### src/serial_port_defs.svh
// offsets, field positions, reset values and counts of the serial control block
`ifndef SERIAL_PORT_DEFS_SVH
`define SERIAL_PORT_DEFS_SVH
// register byte addresses
`define SERIAL_CONTROL_TWO_OFF 8'h00
`define SERIAL_CONFIG_OFF 8'h04
`define SERIAL_STATUS_OFF 8'h08
// serial_control_two fields
`define TX_EMPTY_IRQ_EN_BIT 7
`define TX_DONE_IRQ_EN_BIT 6
`define RX_FULL_IRQ_EN_BIT 5
`define IDLE_LINE_IRQ_EN_BIT 4
`define TRANSMITTER_ON_BIT 3
`define RECEIVER_ON_BIT 2
`define RECEIVER_STANDBY_BIT 1
`define SEND_BREAK_BIT 0
// serial_config fields
`define LOOP_SELECT_BIT 0
`define RECEIVER_SOURCE_SELECT_BIT 1
`define NINE_BIT_MODE_BIT 2
`define WAKE_SELECT_BIT 3
`define LONG_BREAK_SELECT_BIT 4
`define SINGLE_WIRE_DIRECTION_BIT 5
// reset values
`define SERIAL_CONTROL_TWO_RST 8'h00
`define SERIAL_CONFIG_RST 8'h00
// character lengths in bit times
`define CHAR_BITS_EIGHT 4'hA
`define CHAR_BITS_NINE 4'hB
`define LONG_BREAK_EXTRA 4'h3
`endif

### src/serial_port_pkg.sv
// types shared by the serial control block
package serial_port_pkg;
    typedef enum logic [1:0] {
        SEQ_QUIET = 2'b00,
        SEQ_IDLE_CHAR = 2'b01,
        SEQ_BREAK_CHAR = 2'b10
    } seq_state_t;
endpackage

### src/serial_control_two.sv
// second control register of the serial port with its pin, break and wakeup logic
`timescale 1ns/1ps
`include "serial_port_defs.svh"

// What this block does
// - register readable and writable at any time
// - bit 7 gates transmit-empty interrupt
// - bit 6 gates transmit-complete interrupt
// - bit 5 gates receive-full interrupt
// - bit 4 gates idle-line interrupt
// - bit 3 runs transmitter, drives transmit pin
// - single-wire: direction bit steers shared pin
// - transmitter off-then-on mid-send queues idle
// - pin held until pending characters finish
// - bit 2 receiver on, else pin released
// - loop select always releases receive pin
// - bit 1 puts receiver in standby
// - wake on idle line or set MSB
// - wakeup detection clears standby bit itself
// - writing 1 then 0 queues one break
// - break repeats while bit stays set and bit 3 is on
// - a second break may be queued
// - nine-bit mode for both directions
// - loop feeds transmitter into receiver internally
module serial_control_two (
    // clock and reset
    input wire logic clk_i,
    input wire logic rst_i,
    // wishbone slave
    input wire logic wb_cyc_i,
    input wire logic wb_stb_i,
    input wire logic wb_we_i,
    input wire logic [7:0] wb_adr_i,
    input wire logic [3:0] wb_sel_i,
    input wire logic [31:0] wb_dat_i,
    output logic [31:0] wb_dat_o,
    output logic wb_ack_o,
    // status flags from the data path
    input wire logic tx_buffer_empty_flag_i,
    input wire logic tx_complete_flag_i,
    input wire logic rx_buffer_full_flag_i,
    input wire logic idle_line_flag_i,
    // transmit shifter and bit rate
    input wire logic bit_tick_i,
    input wire logic tx_shift_busy_i,
    input wire logic tx_shift_bit_i,
    // receiver wakeup detectors
    input wire logic wake_idle_seen_i,
    input wire logic wake_msb_seen_i,
    // pins
    input wire logic txd_i,
    output logic txd_o,
    output logic txd_oe_n_o,
    input wire logic rxd_i,
    output logic rxd_pin_owned_o,
    // controls to the data path
    output logic transmitter_on_o,
    output logic receiver_on_o,
    output logic receiver_standby_o,
    output logic nine_bit_mode_o,
    output logic rx_line_o,
    output logic irq_o
);

    logic [7:0] serial_control_two_reg, serial_config_reg, wdat;
    logic [31:0] rdata_reg;
    logic [3:0] bits_left_reg, char_len, break_len, irq_mask;
    serial_port_pkg::seq_state_t seq_reg;
    logic ack_reg, idle_pending_reg, break_pending_reg, tx_own_reg, txd_reg;
    logic rx_line_reg, irq_reg, bus_req, wr_ctl, wr_cfg, loop_select, receiver_source_select;
    logic single_wire_direction, wake_select, tx_line, seq_busy, slot_free, wake_hit;

    // bus decode; a new request is seen only while ack is low
    assign bus_req = wb_cyc_i && wb_stb_i && !ack_reg;
    assign wdat = wb_dat_i[7:0];
    assign wr_ctl = bus_req && wb_we_i && wb_sel_i[0]
        && (wb_adr_i == `SERIAL_CONTROL_TWO_OFF);
    assign wr_cfg = bus_req && wb_we_i && wb_sel_i[0]
        && (wb_adr_i == `SERIAL_CONFIG_OFF);

    // configuration fields
    assign loop_select = serial_config_reg[`LOOP_SELECT_BIT];
    assign receiver_source_select = serial_config_reg[`RECEIVER_SOURCE_SELECT_BIT];
    assign single_wire_direction = serial_config_reg[`SINGLE_WIRE_DIRECTION_BIT];
    assign wake_select = serial_config_reg[`WAKE_SELECT_BIT];

    // character and break length in bit times
    // break length select
    assign char_len = serial_config_reg[`NINE_BIT_MODE_BIT] ? `CHAR_BITS_NINE
        : `CHAR_BITS_EIGHT;
    assign break_len = serial_config_reg[`LONG_BREAK_SELECT_BIT]
        ? 4'(char_len + `LONG_BREAK_EXTRA) : char_len;

    // single-cycle ack, answered one edge after the request
    // no activity interlock
    always_ff @(posedge clk_i)
    begin
        if (rst_i)
            ack_reg <= 1'b0;
        else
            ack_reg <= bus_req;
    end

    // read data; unmapped addresses read zero
    always_ff @(posedge clk_i)
    begin
        if (rst_i)
            rdata_reg <= 32'h0000_0000;
        else if (bus_req && !wb_we_i)
        begin
            unique case (wb_adr_i)
                `SERIAL_CONTROL_TWO_OFF: rdata_reg <= {24'h00_0000, serial_control_two_reg};
                `SERIAL_CONFIG_OFF: rdata_reg <= {24'h00_0000, serial_config_reg};
                `SERIAL_STATUS_OFF: rdata_reg <= {25'h000_0000, irq_reg, seq_busy,
                    tx_own_reg, idle_line_flag_i, rx_buffer_full_flag_i,
                    tx_complete_flag_i, tx_buffer_empty_flag_i};
                default: rdata_reg <= 32'h0000_0000;
            endcase
        end
    end

    // configuration register, plain storage
    always_ff @(posedge clk_i)
    begin
        if (rst_i)
            serial_config_reg <= `SERIAL_CONFIG_RST;
        else if (wr_cfg)
            serial_config_reg <= {2'b00, wdat[5:0]};
    end

    // wakeup condition picked by wake select
    // idle line or address mark
    assign wake_hit = wake_select ? wake_msb_seen_i : wake_idle_seen_i;

    // control register; a software write beats a same-cycle wakeup
    always_ff @(posedge clk_i)
    begin
        if (rst_i)
            serial_control_two_reg <= `SERIAL_CONTROL_TWO_RST;
        else if (wr_ctl)
            serial_control_two_reg <= wdat;
        else if (wake_hit)
            serial_control_two_reg[`RECEIVER_STANDBY_BIT] <= 1'b0;
    end

    // queued idle: transmitter turned back on while characters are still going
    always_ff @(posedge clk_i)
    begin
        if (rst_i)
            idle_pending_reg <= 1'b0;
        else if (wr_ctl && wdat[`TRANSMITTER_ON_BIT]
            && !serial_control_two_reg[`TRANSMITTER_ON_BIT]
            && (tx_shift_busy_i || seq_busy || tx_own_reg))
            idle_pending_reg <= 1'b1;
        else if (slot_free && !break_pending_reg
            && !(serial_control_two_reg[`SEND_BREAK_BIT] && transmitter_on_o))
            idle_pending_reg <= 1'b0;
    end

    // queued break: a 0-to-1 write is remembered even if cleared at once
    always_ff @(posedge clk_i)
    begin
        if (rst_i)
            break_pending_reg <= 1'b0;
        else if (wr_ctl && wdat[`SEND_BREAK_BIT]
            && !serial_control_two_reg[`SEND_BREAK_BIT])
            break_pending_reg <= 1'b1;
        else if (slot_free)
            break_pending_reg <= 1'b0;
    end

    // a slot opens once the shifter and sequencer are both quiet
    assign seq_busy = (seq_reg != serial_port_pkg::SEQ_QUIET);
    assign slot_free = !seq_busy && !tx_shift_busy_i
        && (break_pending_reg || idle_pending_reg
        || (serial_control_two_reg[`SEND_BREAK_BIT] && transmitter_on_o));

    // idle and break character sequencer, paced by the bit tick
    always_ff @(posedge clk_i)
    begin
        if (rst_i)
        begin
            seq_reg <= serial_port_pkg::SEQ_QUIET;
            bits_left_reg <= 4'h0;
        end
        else
        begin
            unique case (seq_reg)
                serial_port_pkg::SEQ_QUIET:
                begin
                    if (slot_free && (break_pending_reg
                        || (serial_control_two_reg[`SEND_BREAK_BIT] && transmitter_on_o)))
                    begin
                        seq_reg <= serial_port_pkg::SEQ_BREAK_CHAR;
                        bits_left_reg <= break_len;
                    end
                    else if (slot_free)
                    begin
                        seq_reg <= serial_port_pkg::SEQ_IDLE_CHAR;
                        bits_left_reg <= char_len;
                    end
                end
                serial_port_pkg::SEQ_IDLE_CHAR, serial_port_pkg::SEQ_BREAK_CHAR:
                begin
                    if (bit_tick_i)
                    begin
                        bits_left_reg <= 4'(bits_left_reg - 4'h1);
                        if (bits_left_reg == 4'h1)
                            seq_reg <= serial_port_pkg::SEQ_QUIET;
                    end
                end
                default:
                    seq_reg <= serial_port_pkg::SEQ_QUIET;
            endcase
        end
    end

    // transmitter serial output before the pin
    assign tx_line = (seq_reg == serial_port_pkg::SEQ_BREAK_CHAR) ? 1'b0
        : (seq_reg == serial_port_pkg::SEQ_IDLE_CHAR) ? 1'b1
        : tx_shift_busy_i ? tx_shift_bit_i : 1'b1;

    // pin ownership outlives the enable until queued work drains
    always_ff @(posedge clk_i)
    begin
        if (rst_i)
            tx_own_reg <= 1'b0;
        else
            tx_own_reg <= serial_control_two_reg[`TRANSMITTER_ON_BIT] || seq_busy
                || tx_shift_busy_i || break_pending_reg || idle_pending_reg;
    end

    // pin drive; single-wire receive lets the pin float back as input
    always_ff @(posedge clk_i)
    begin
        if (rst_i)
        begin
            txd_reg <= 1'b1;
            txd_oe_n_o <= 1'b1;
        end
        else
        begin
            txd_reg <= tx_line;
            txd_oe_n_o <= !(tx_own_reg && !(loop_select && receiver_source_select
                && !single_wire_direction));
        end
    end
    assign txd_o = txd_reg;

    // receiver source: pin, internal loop or shared transmit pin
    always_ff @(posedge clk_i)
    begin
        if (rst_i)
            rx_line_reg <= 1'b1;
        else if (loop_select)
            rx_line_reg <= receiver_source_select ? txd_i : tx_line;
        else
            rx_line_reg <= rxd_i;
    end
    assign rx_line_o = rx_line_reg;

    assign rxd_pin_owned_o = serial_control_two_reg[`RECEIVER_ON_BIT] && !loop_select;

    // controls handed to the shifters
    // standby control out
    assign transmitter_on_o = serial_control_two_reg[`TRANSMITTER_ON_BIT];
    assign receiver_on_o = serial_control_two_reg[`RECEIVER_ON_BIT];
    assign receiver_standby_o = serial_control_two_reg[`RECEIVER_STANDBY_BIT];
    assign nine_bit_mode_o = serial_config_reg[`NINE_BIT_MODE_BIT];

    // per-flag gating, one term each
    // transmit-empty gate
    assign irq_mask = serial_control_two_reg[7:4] & {tx_buffer_empty_flag_i,
        tx_complete_flag_i, rx_buffer_full_flag_i, idle_line_flag_i};

    // single level request, registered to keep the output glitch free
    always_ff @(posedge clk_i)
    begin
        if (rst_i)
            irq_reg <= 1'b0;
        else
            irq_reg <= |irq_mask;
    end
    assign irq_o = irq_reg;

    assign wb_ack_o = ack_reg;
    assign wb_dat_o = rdata_reg;

    // checks on the bus, interrupt, wakeup, break and pin logic
    property p_bus_ack;
        @(posedge clk_i) disable iff (rst_i)
        (wb_cyc_i && wb_stb_i && !wb_ack_o) |=> wb_ack_o;
    endproperty
    a_bus_ack: assert property (p_bus_ack) else $error("no ack after request");
    property p_tx_empty_irq;
        @(posedge clk_i) disable iff (rst_i)
        (serial_control_two_reg[7] && tx_buffer_empty_flag_i) |=> irq_o;
    endproperty
    a_tx_empty_irq: assert property (p_tx_empty_irq) else $error("tx empty irq lost");
    property p_idle_irq_off;
        @(posedge clk_i) disable iff (rst_i)
        (serial_control_two_reg[7:4] == 4'h1 && !idle_line_flag_i) |=> !irq_o;
    endproperty
    a_idle_irq_off: assert property (p_idle_irq_off) else $error("irq without flag");
    property p_irq_merge;
        @(posedge clk_i) disable iff (rst_i)
        ##1 irq_o == $past(|irq_mask);
    endproperty
    a_irq_merge: assert property (p_irq_merge) else $error("irq merge wrong");
    property p_wake_clear;
        @(posedge clk_i) disable iff (rst_i)
        (receiver_standby_o && wake_hit && !wr_ctl) |=> !receiver_standby_o;
    endproperty
    a_wake_clear: assert property (p_wake_clear) else $error("standby not cleared");
    property p_break_len;
        @(posedge clk_i) disable iff (rst_i)
        (seq_reg == serial_port_pkg::SEQ_QUIET && slot_free && break_pending_reg)
            |=> (seq_reg == serial_port_pkg::SEQ_BREAK_CHAR && bits_left_reg == $past(break_len));
    endproperty
    a_break_len: assert property (p_break_len) else $error("break length wrong");
    property p_break_low;
        @(posedge clk_i) disable iff (rst_i)
        (seq_reg == serial_port_pkg::SEQ_BREAK_CHAR) |=> !txd_o;
    endproperty
    a_break_low: assert property (p_break_low) else $error("break not low");
    property p_pin_held;
        @(posedge clk_i) disable iff (rst_i)
        (seq_busy && !(loop_select && receiver_source_select)) |-> ##2 !txd_oe_n_o;
    endproperty
    a_pin_held: assert property (p_pin_held) else $error("pin dropped early");
    property p_idle_queue;
        @(posedge clk_i) disable iff (rst_i)
        (wr_ctl && wdat[3] && !transmitter_on_o && tx_shift_busy_i) |=> idle_pending_reg;
    endproperty
    a_idle_queue: assert property (p_idle_queue) else $error("idle not queued");
    property p_rx_release;
        @(posedge clk_i) disable iff (rst_i)
        loop_select |-> !rxd_pin_owned_o;
    endproperty
    a_rx_release: assert property (p_rx_release) else $error("rx pin kept in loop");
    c_break: cover property (@(posedge clk_i) seq_reg == serial_port_pkg::SEQ_BREAK_CHAR);
    c_idle: cover property (@(posedge clk_i) seq_reg == serial_port_pkg::SEQ_IDLE_CHAR);
    c_wake: cover property (@(posedge clk_i) receiver_standby_o && wake_hit);
    c_irq: cover property (@(posedge clk_i) $rose(irq_o));
endmodule

### config.mk
export PLATFORM = sky130hd
export DESIGN_NAME = serial_control_two
export DESIGN_NICKNAME = d
export VERILOG_FILES = /design/src/serial_port_pkg.sv /design/src/serial_control_two.sv
export VERILOG_INCLUDE_DIRS = /design/src
export SDC_FILE = /design/constraint.sdc
export NUM_CORES = 1
export LEC_CHECK = 0
export ABC_AREA = 1
export BUFFER_PORTS_ARGS = -buffer_cell sky130_fd_sc_hd__buf_4
export CORE_ASPECT_RATIO = 0.7
export CORE_MARGIN = 1
export CORE_UTILIZATION = 40
export CTS_BUF_LIST = sky130_fd_sc_hd__clkbuf_16
export CTS_CLUSTER_DIAMETER = 30
export DETAILED_ROUTE_END_ITERATION = 8
export GPL_TIMING_DRIVEN = 0
export PLACE_DENSITY = 0.72
export RECOVER_POWER = 100
export SYNTH_ARGS = -nofsm -noshare
export SYNTH_HDL_FRONTEND = slang
export SYNTH_SLANG_ARGS = --single-unit
### constraint.sdc
create_clock -name clk_i -period 1.28 [get_ports clk_i]
set_input_delay 0.192 -clock clk_i [delete_from_list [all_inputs] [get_ports clk_i]]
set_output_delay 0.192 -clock clk_i [all_outputs]
set_load 0.02 [all_outputs]
==> results_dict.tcl <==
set metrics [dict create \
    power_w 0.00334 \
    yosysTopAreaCellShare 0.353 \
    hold_viol_final 0 \
    p_leak_nw 1.34 \
    p_sw_frac 0.305 \
    ir_drop_uv 663 \
    start_kind "register" \
    rsz0062_at_grt "yes" \
    seq_power_share 0.370 \
    final_nets 441 \
    worst_slack_ps -63.4 \
    hpwl_um 3960 \
    slowest_delay_ps 320 \
    seq_area_frac_synth 0.353 \
    gp_congestion 0.912 \
    grt_max_degree 11 \
    ys_seq_elements 36 \
    wl_per_cell_um 11.9 \
    cap_violations 0 \
    crit_path_top_delay_cell "dfxtp_2" \
    cts_tree "built" \
    htree_levels 2 \
    clock_latency_ps 280 \
    overflow 0 \
    crit_buf_inv 3 \
    power.internal_w 0.00232 \
    first_pass_iters 4 \
    finClkSkew_ps 4.11 \
    die_w_um 87.5 \
    crit_chain "inv_2 -> ha_4 -> inv_4 -> nor2_4 -> nand2_4 -> buf_4 -> nand2_1 -> nand3_1 -> o21ai_1 -> nor2_1 -> nor2_1" \
    post-route-drc-count 0 \
    cp_common_cell "nor2_1" \
    synthFlopType "dfxtp_1" \
    placedCellCount 424 \
    path_class "register to register" \
    synth_adder_area_share 0.0428 \
    ys_async_sr_fraction 0 \
    slew_headroom 0.643 \
    dieHeight_um 61.8 \
    stdcell_count 444 \
    hp-class "input port to register" \
    netlist_area_mm2 0.00204 \
    final_util 0.592 \
    diodes 0 \
    yosysTopAreaCell "dfxtp_1" \
    antenna_found_initial 0 \
    syn_inst 282 \
    synth.mux.area_fraction 0 \
    first_iter_violations 111 \
    cts_made_buffers 5 \
    clkPwrFrac 0.344 \
    synth.most_common_cell "nand2_1" \
    grt_use_total 0.212 \
    syn2layout_area_growth_pct 40.1 \
    vias_per_cell 4.62 \
    dieArea_mm2 0.00541 \
    period_needed_ps 1340 \
    floorplan.rows 21 \
    pwr_density_cell_mw_per_mm2 1170 \
    fin_crit_sh 1.05 \
    synth_compound_area_frac 0.120 \
    grt_pass1_vias 1858 \
    wirelength_um 5280 \
    io_pins 102 \
    vias 2051 \
    synth_edf_count 0 \
    setup_viol 6 \
    drive_gt1_frac 0.317 \
    critical_path_required_ps 1490 \
    yosysUniqueCellTypes 34 \
    synth_common_cells "nand2_1, nand3_1, dfxtp_1" \
    dpl_worst_slack_ps -169 \
    synth.avg_cell_area_um2 7.25 \
    yosysWarnings 0 \
    synth_area_leaders "dfxtp_1, nand2_1, buf_4" \
    cts_hold_buffers 0 \
    path_delay_family "simple AND/OR/NAND/NOR gates" \
    grt_pass1_wl_um 8520 \
    port_buffers 50 \
    cp-end-kind "register" \
    violations "negative setup slack" \
    ant_nets 0 \
    n_fill_cell 486 \
    synth_top_family_by_area "simple AND/OR/NAND/NOR gates" \
    p_comb_frac 0.286 \
    synthSimpleGateAreaFrac 0.328 \
    clkTransAtPathRegs_ps 60 \
    synth_xor_area_frac 0 \
    numClockSinks 36 \
    arrival_ps 1560 \
    clockBufferDepth 2 \
    maxSlewViolCount 0 \
    cp_max_fo 5 \
    max_freq_mhz 744 \
    core_mm2 0.00483 \
    outcome "complete, but fails checks" \
    clockRootBuffer "clkbuf_16" \
    finalHoldWorstSlack_ps 187 \
    worstMarginPinSlew_ps 536 \
    power.switching_w 0.00102 \
    start_util 0.423 \
]
[worst min-delay path: stages]
cell      delay [ps]
buf_4             80
a221oi_1         100
o31ai_4           70
[metrics by stage]
step	TNS, ps	instance area (µm²)
floorplan	0	2150
global placement	-1640	2610
detailed placement	-1730	2610
CTS	-94.9	2850
global route	-1060	2860
finish	-241	2860
[what timing repair did]
| item | in CTS | in global routing |
|---|---|---|
| setup buffers | 9 | 2 |
| cloned | 0 | 1 |
| setup endpoints to repair | 6 | 18 |
| pin swaps | 4 | 11 |
| resized for setup | 10 | 13 |
[metal layers]
metal  vias up  global-route usage  part of all wire
met5         -                   0                 0
met3         5              0.0502             0.089
met4         0              0.0703            0.0091
met2        84               0.337              0.41
met1       902               0.288              0.49
li1       1060                   -                 -
[layout by cell type, fill, tap and decap left out, types with 5 or more instances in the layout]
| master | netlist | routed |
|---|---|---|
| buf_4 | 26 | 74 |
| nand3_1 | 37 | 37 |
| clkbuf_1 | 2 | 15 |
| ha_1 | 7 | 6 |
| clkbuf_16 | 0 | 5 |
| inv_2 | 4 | 5 |
| a21oi_1 | 25 | 24 |
| nor2_1 | 17 | 16 |
| inv_1 | 22 | 21 |
| dfxtp_1 | 36 | 32 |
| nand2_1 | 64 | 61 |
| o21ai_0 | 7 | 5 |
| conb_1 | 1 | 24 |
[power groups by stage]
stage	Clock [W]	Combinational (W)	Sequential (W)
finish	0.00115	0.000955	0.00124
floorplan	0	0.000556	0.00127
global placement	0	0.000771	0.00126
global route	0.00120	0.00106	0.00125
detailed placement	0	0.000779	0.00126
CTS	0.00116	0.000923	0.00124
[area by class of cell]
cell class / count / area [µm²] / area share
inverters: 26 / 103 / 0.0358
flip-flops and latches: 36 / 726 / 0.253
repair buffers: 62 / 417 / 0.145
multi-input cells: 213 / 1170 / 0.410
plain buffers: 30 / 223 / 0.0778
clock inverters: 3 / 11.3 / 0.00393
clock buffers: 5 / 125 / 0.0437
well taps: 69 / 86.3 / 0.0301
[worst paths after layout]
path                            cells past startpoint  slack, ps         from          endpoint
worst max-delay path                               11        -60   seq_reg[0]  bits_left_reg[0]
worst min-delay path                                3        190        txd_i         rx_line_o
worst max register to register                     11        -60   seq_reg[0]  bits_left_reg[0]
worst min register to register                      2        470  wb_dat_o[1]       wb_dat_o[1]
[cell families (layout without fill, tap and decap cells)]
group | Yosys count | count (layout)
compound gates | 43 | 43
fa+ha+maj | 7 | 7
buf+inv | 56 | 126
flops | 36 | 36
other cells | 1 | 24
simple gates | 139 | 139
No activity file was read; power rests on OpenSTA's default activity.
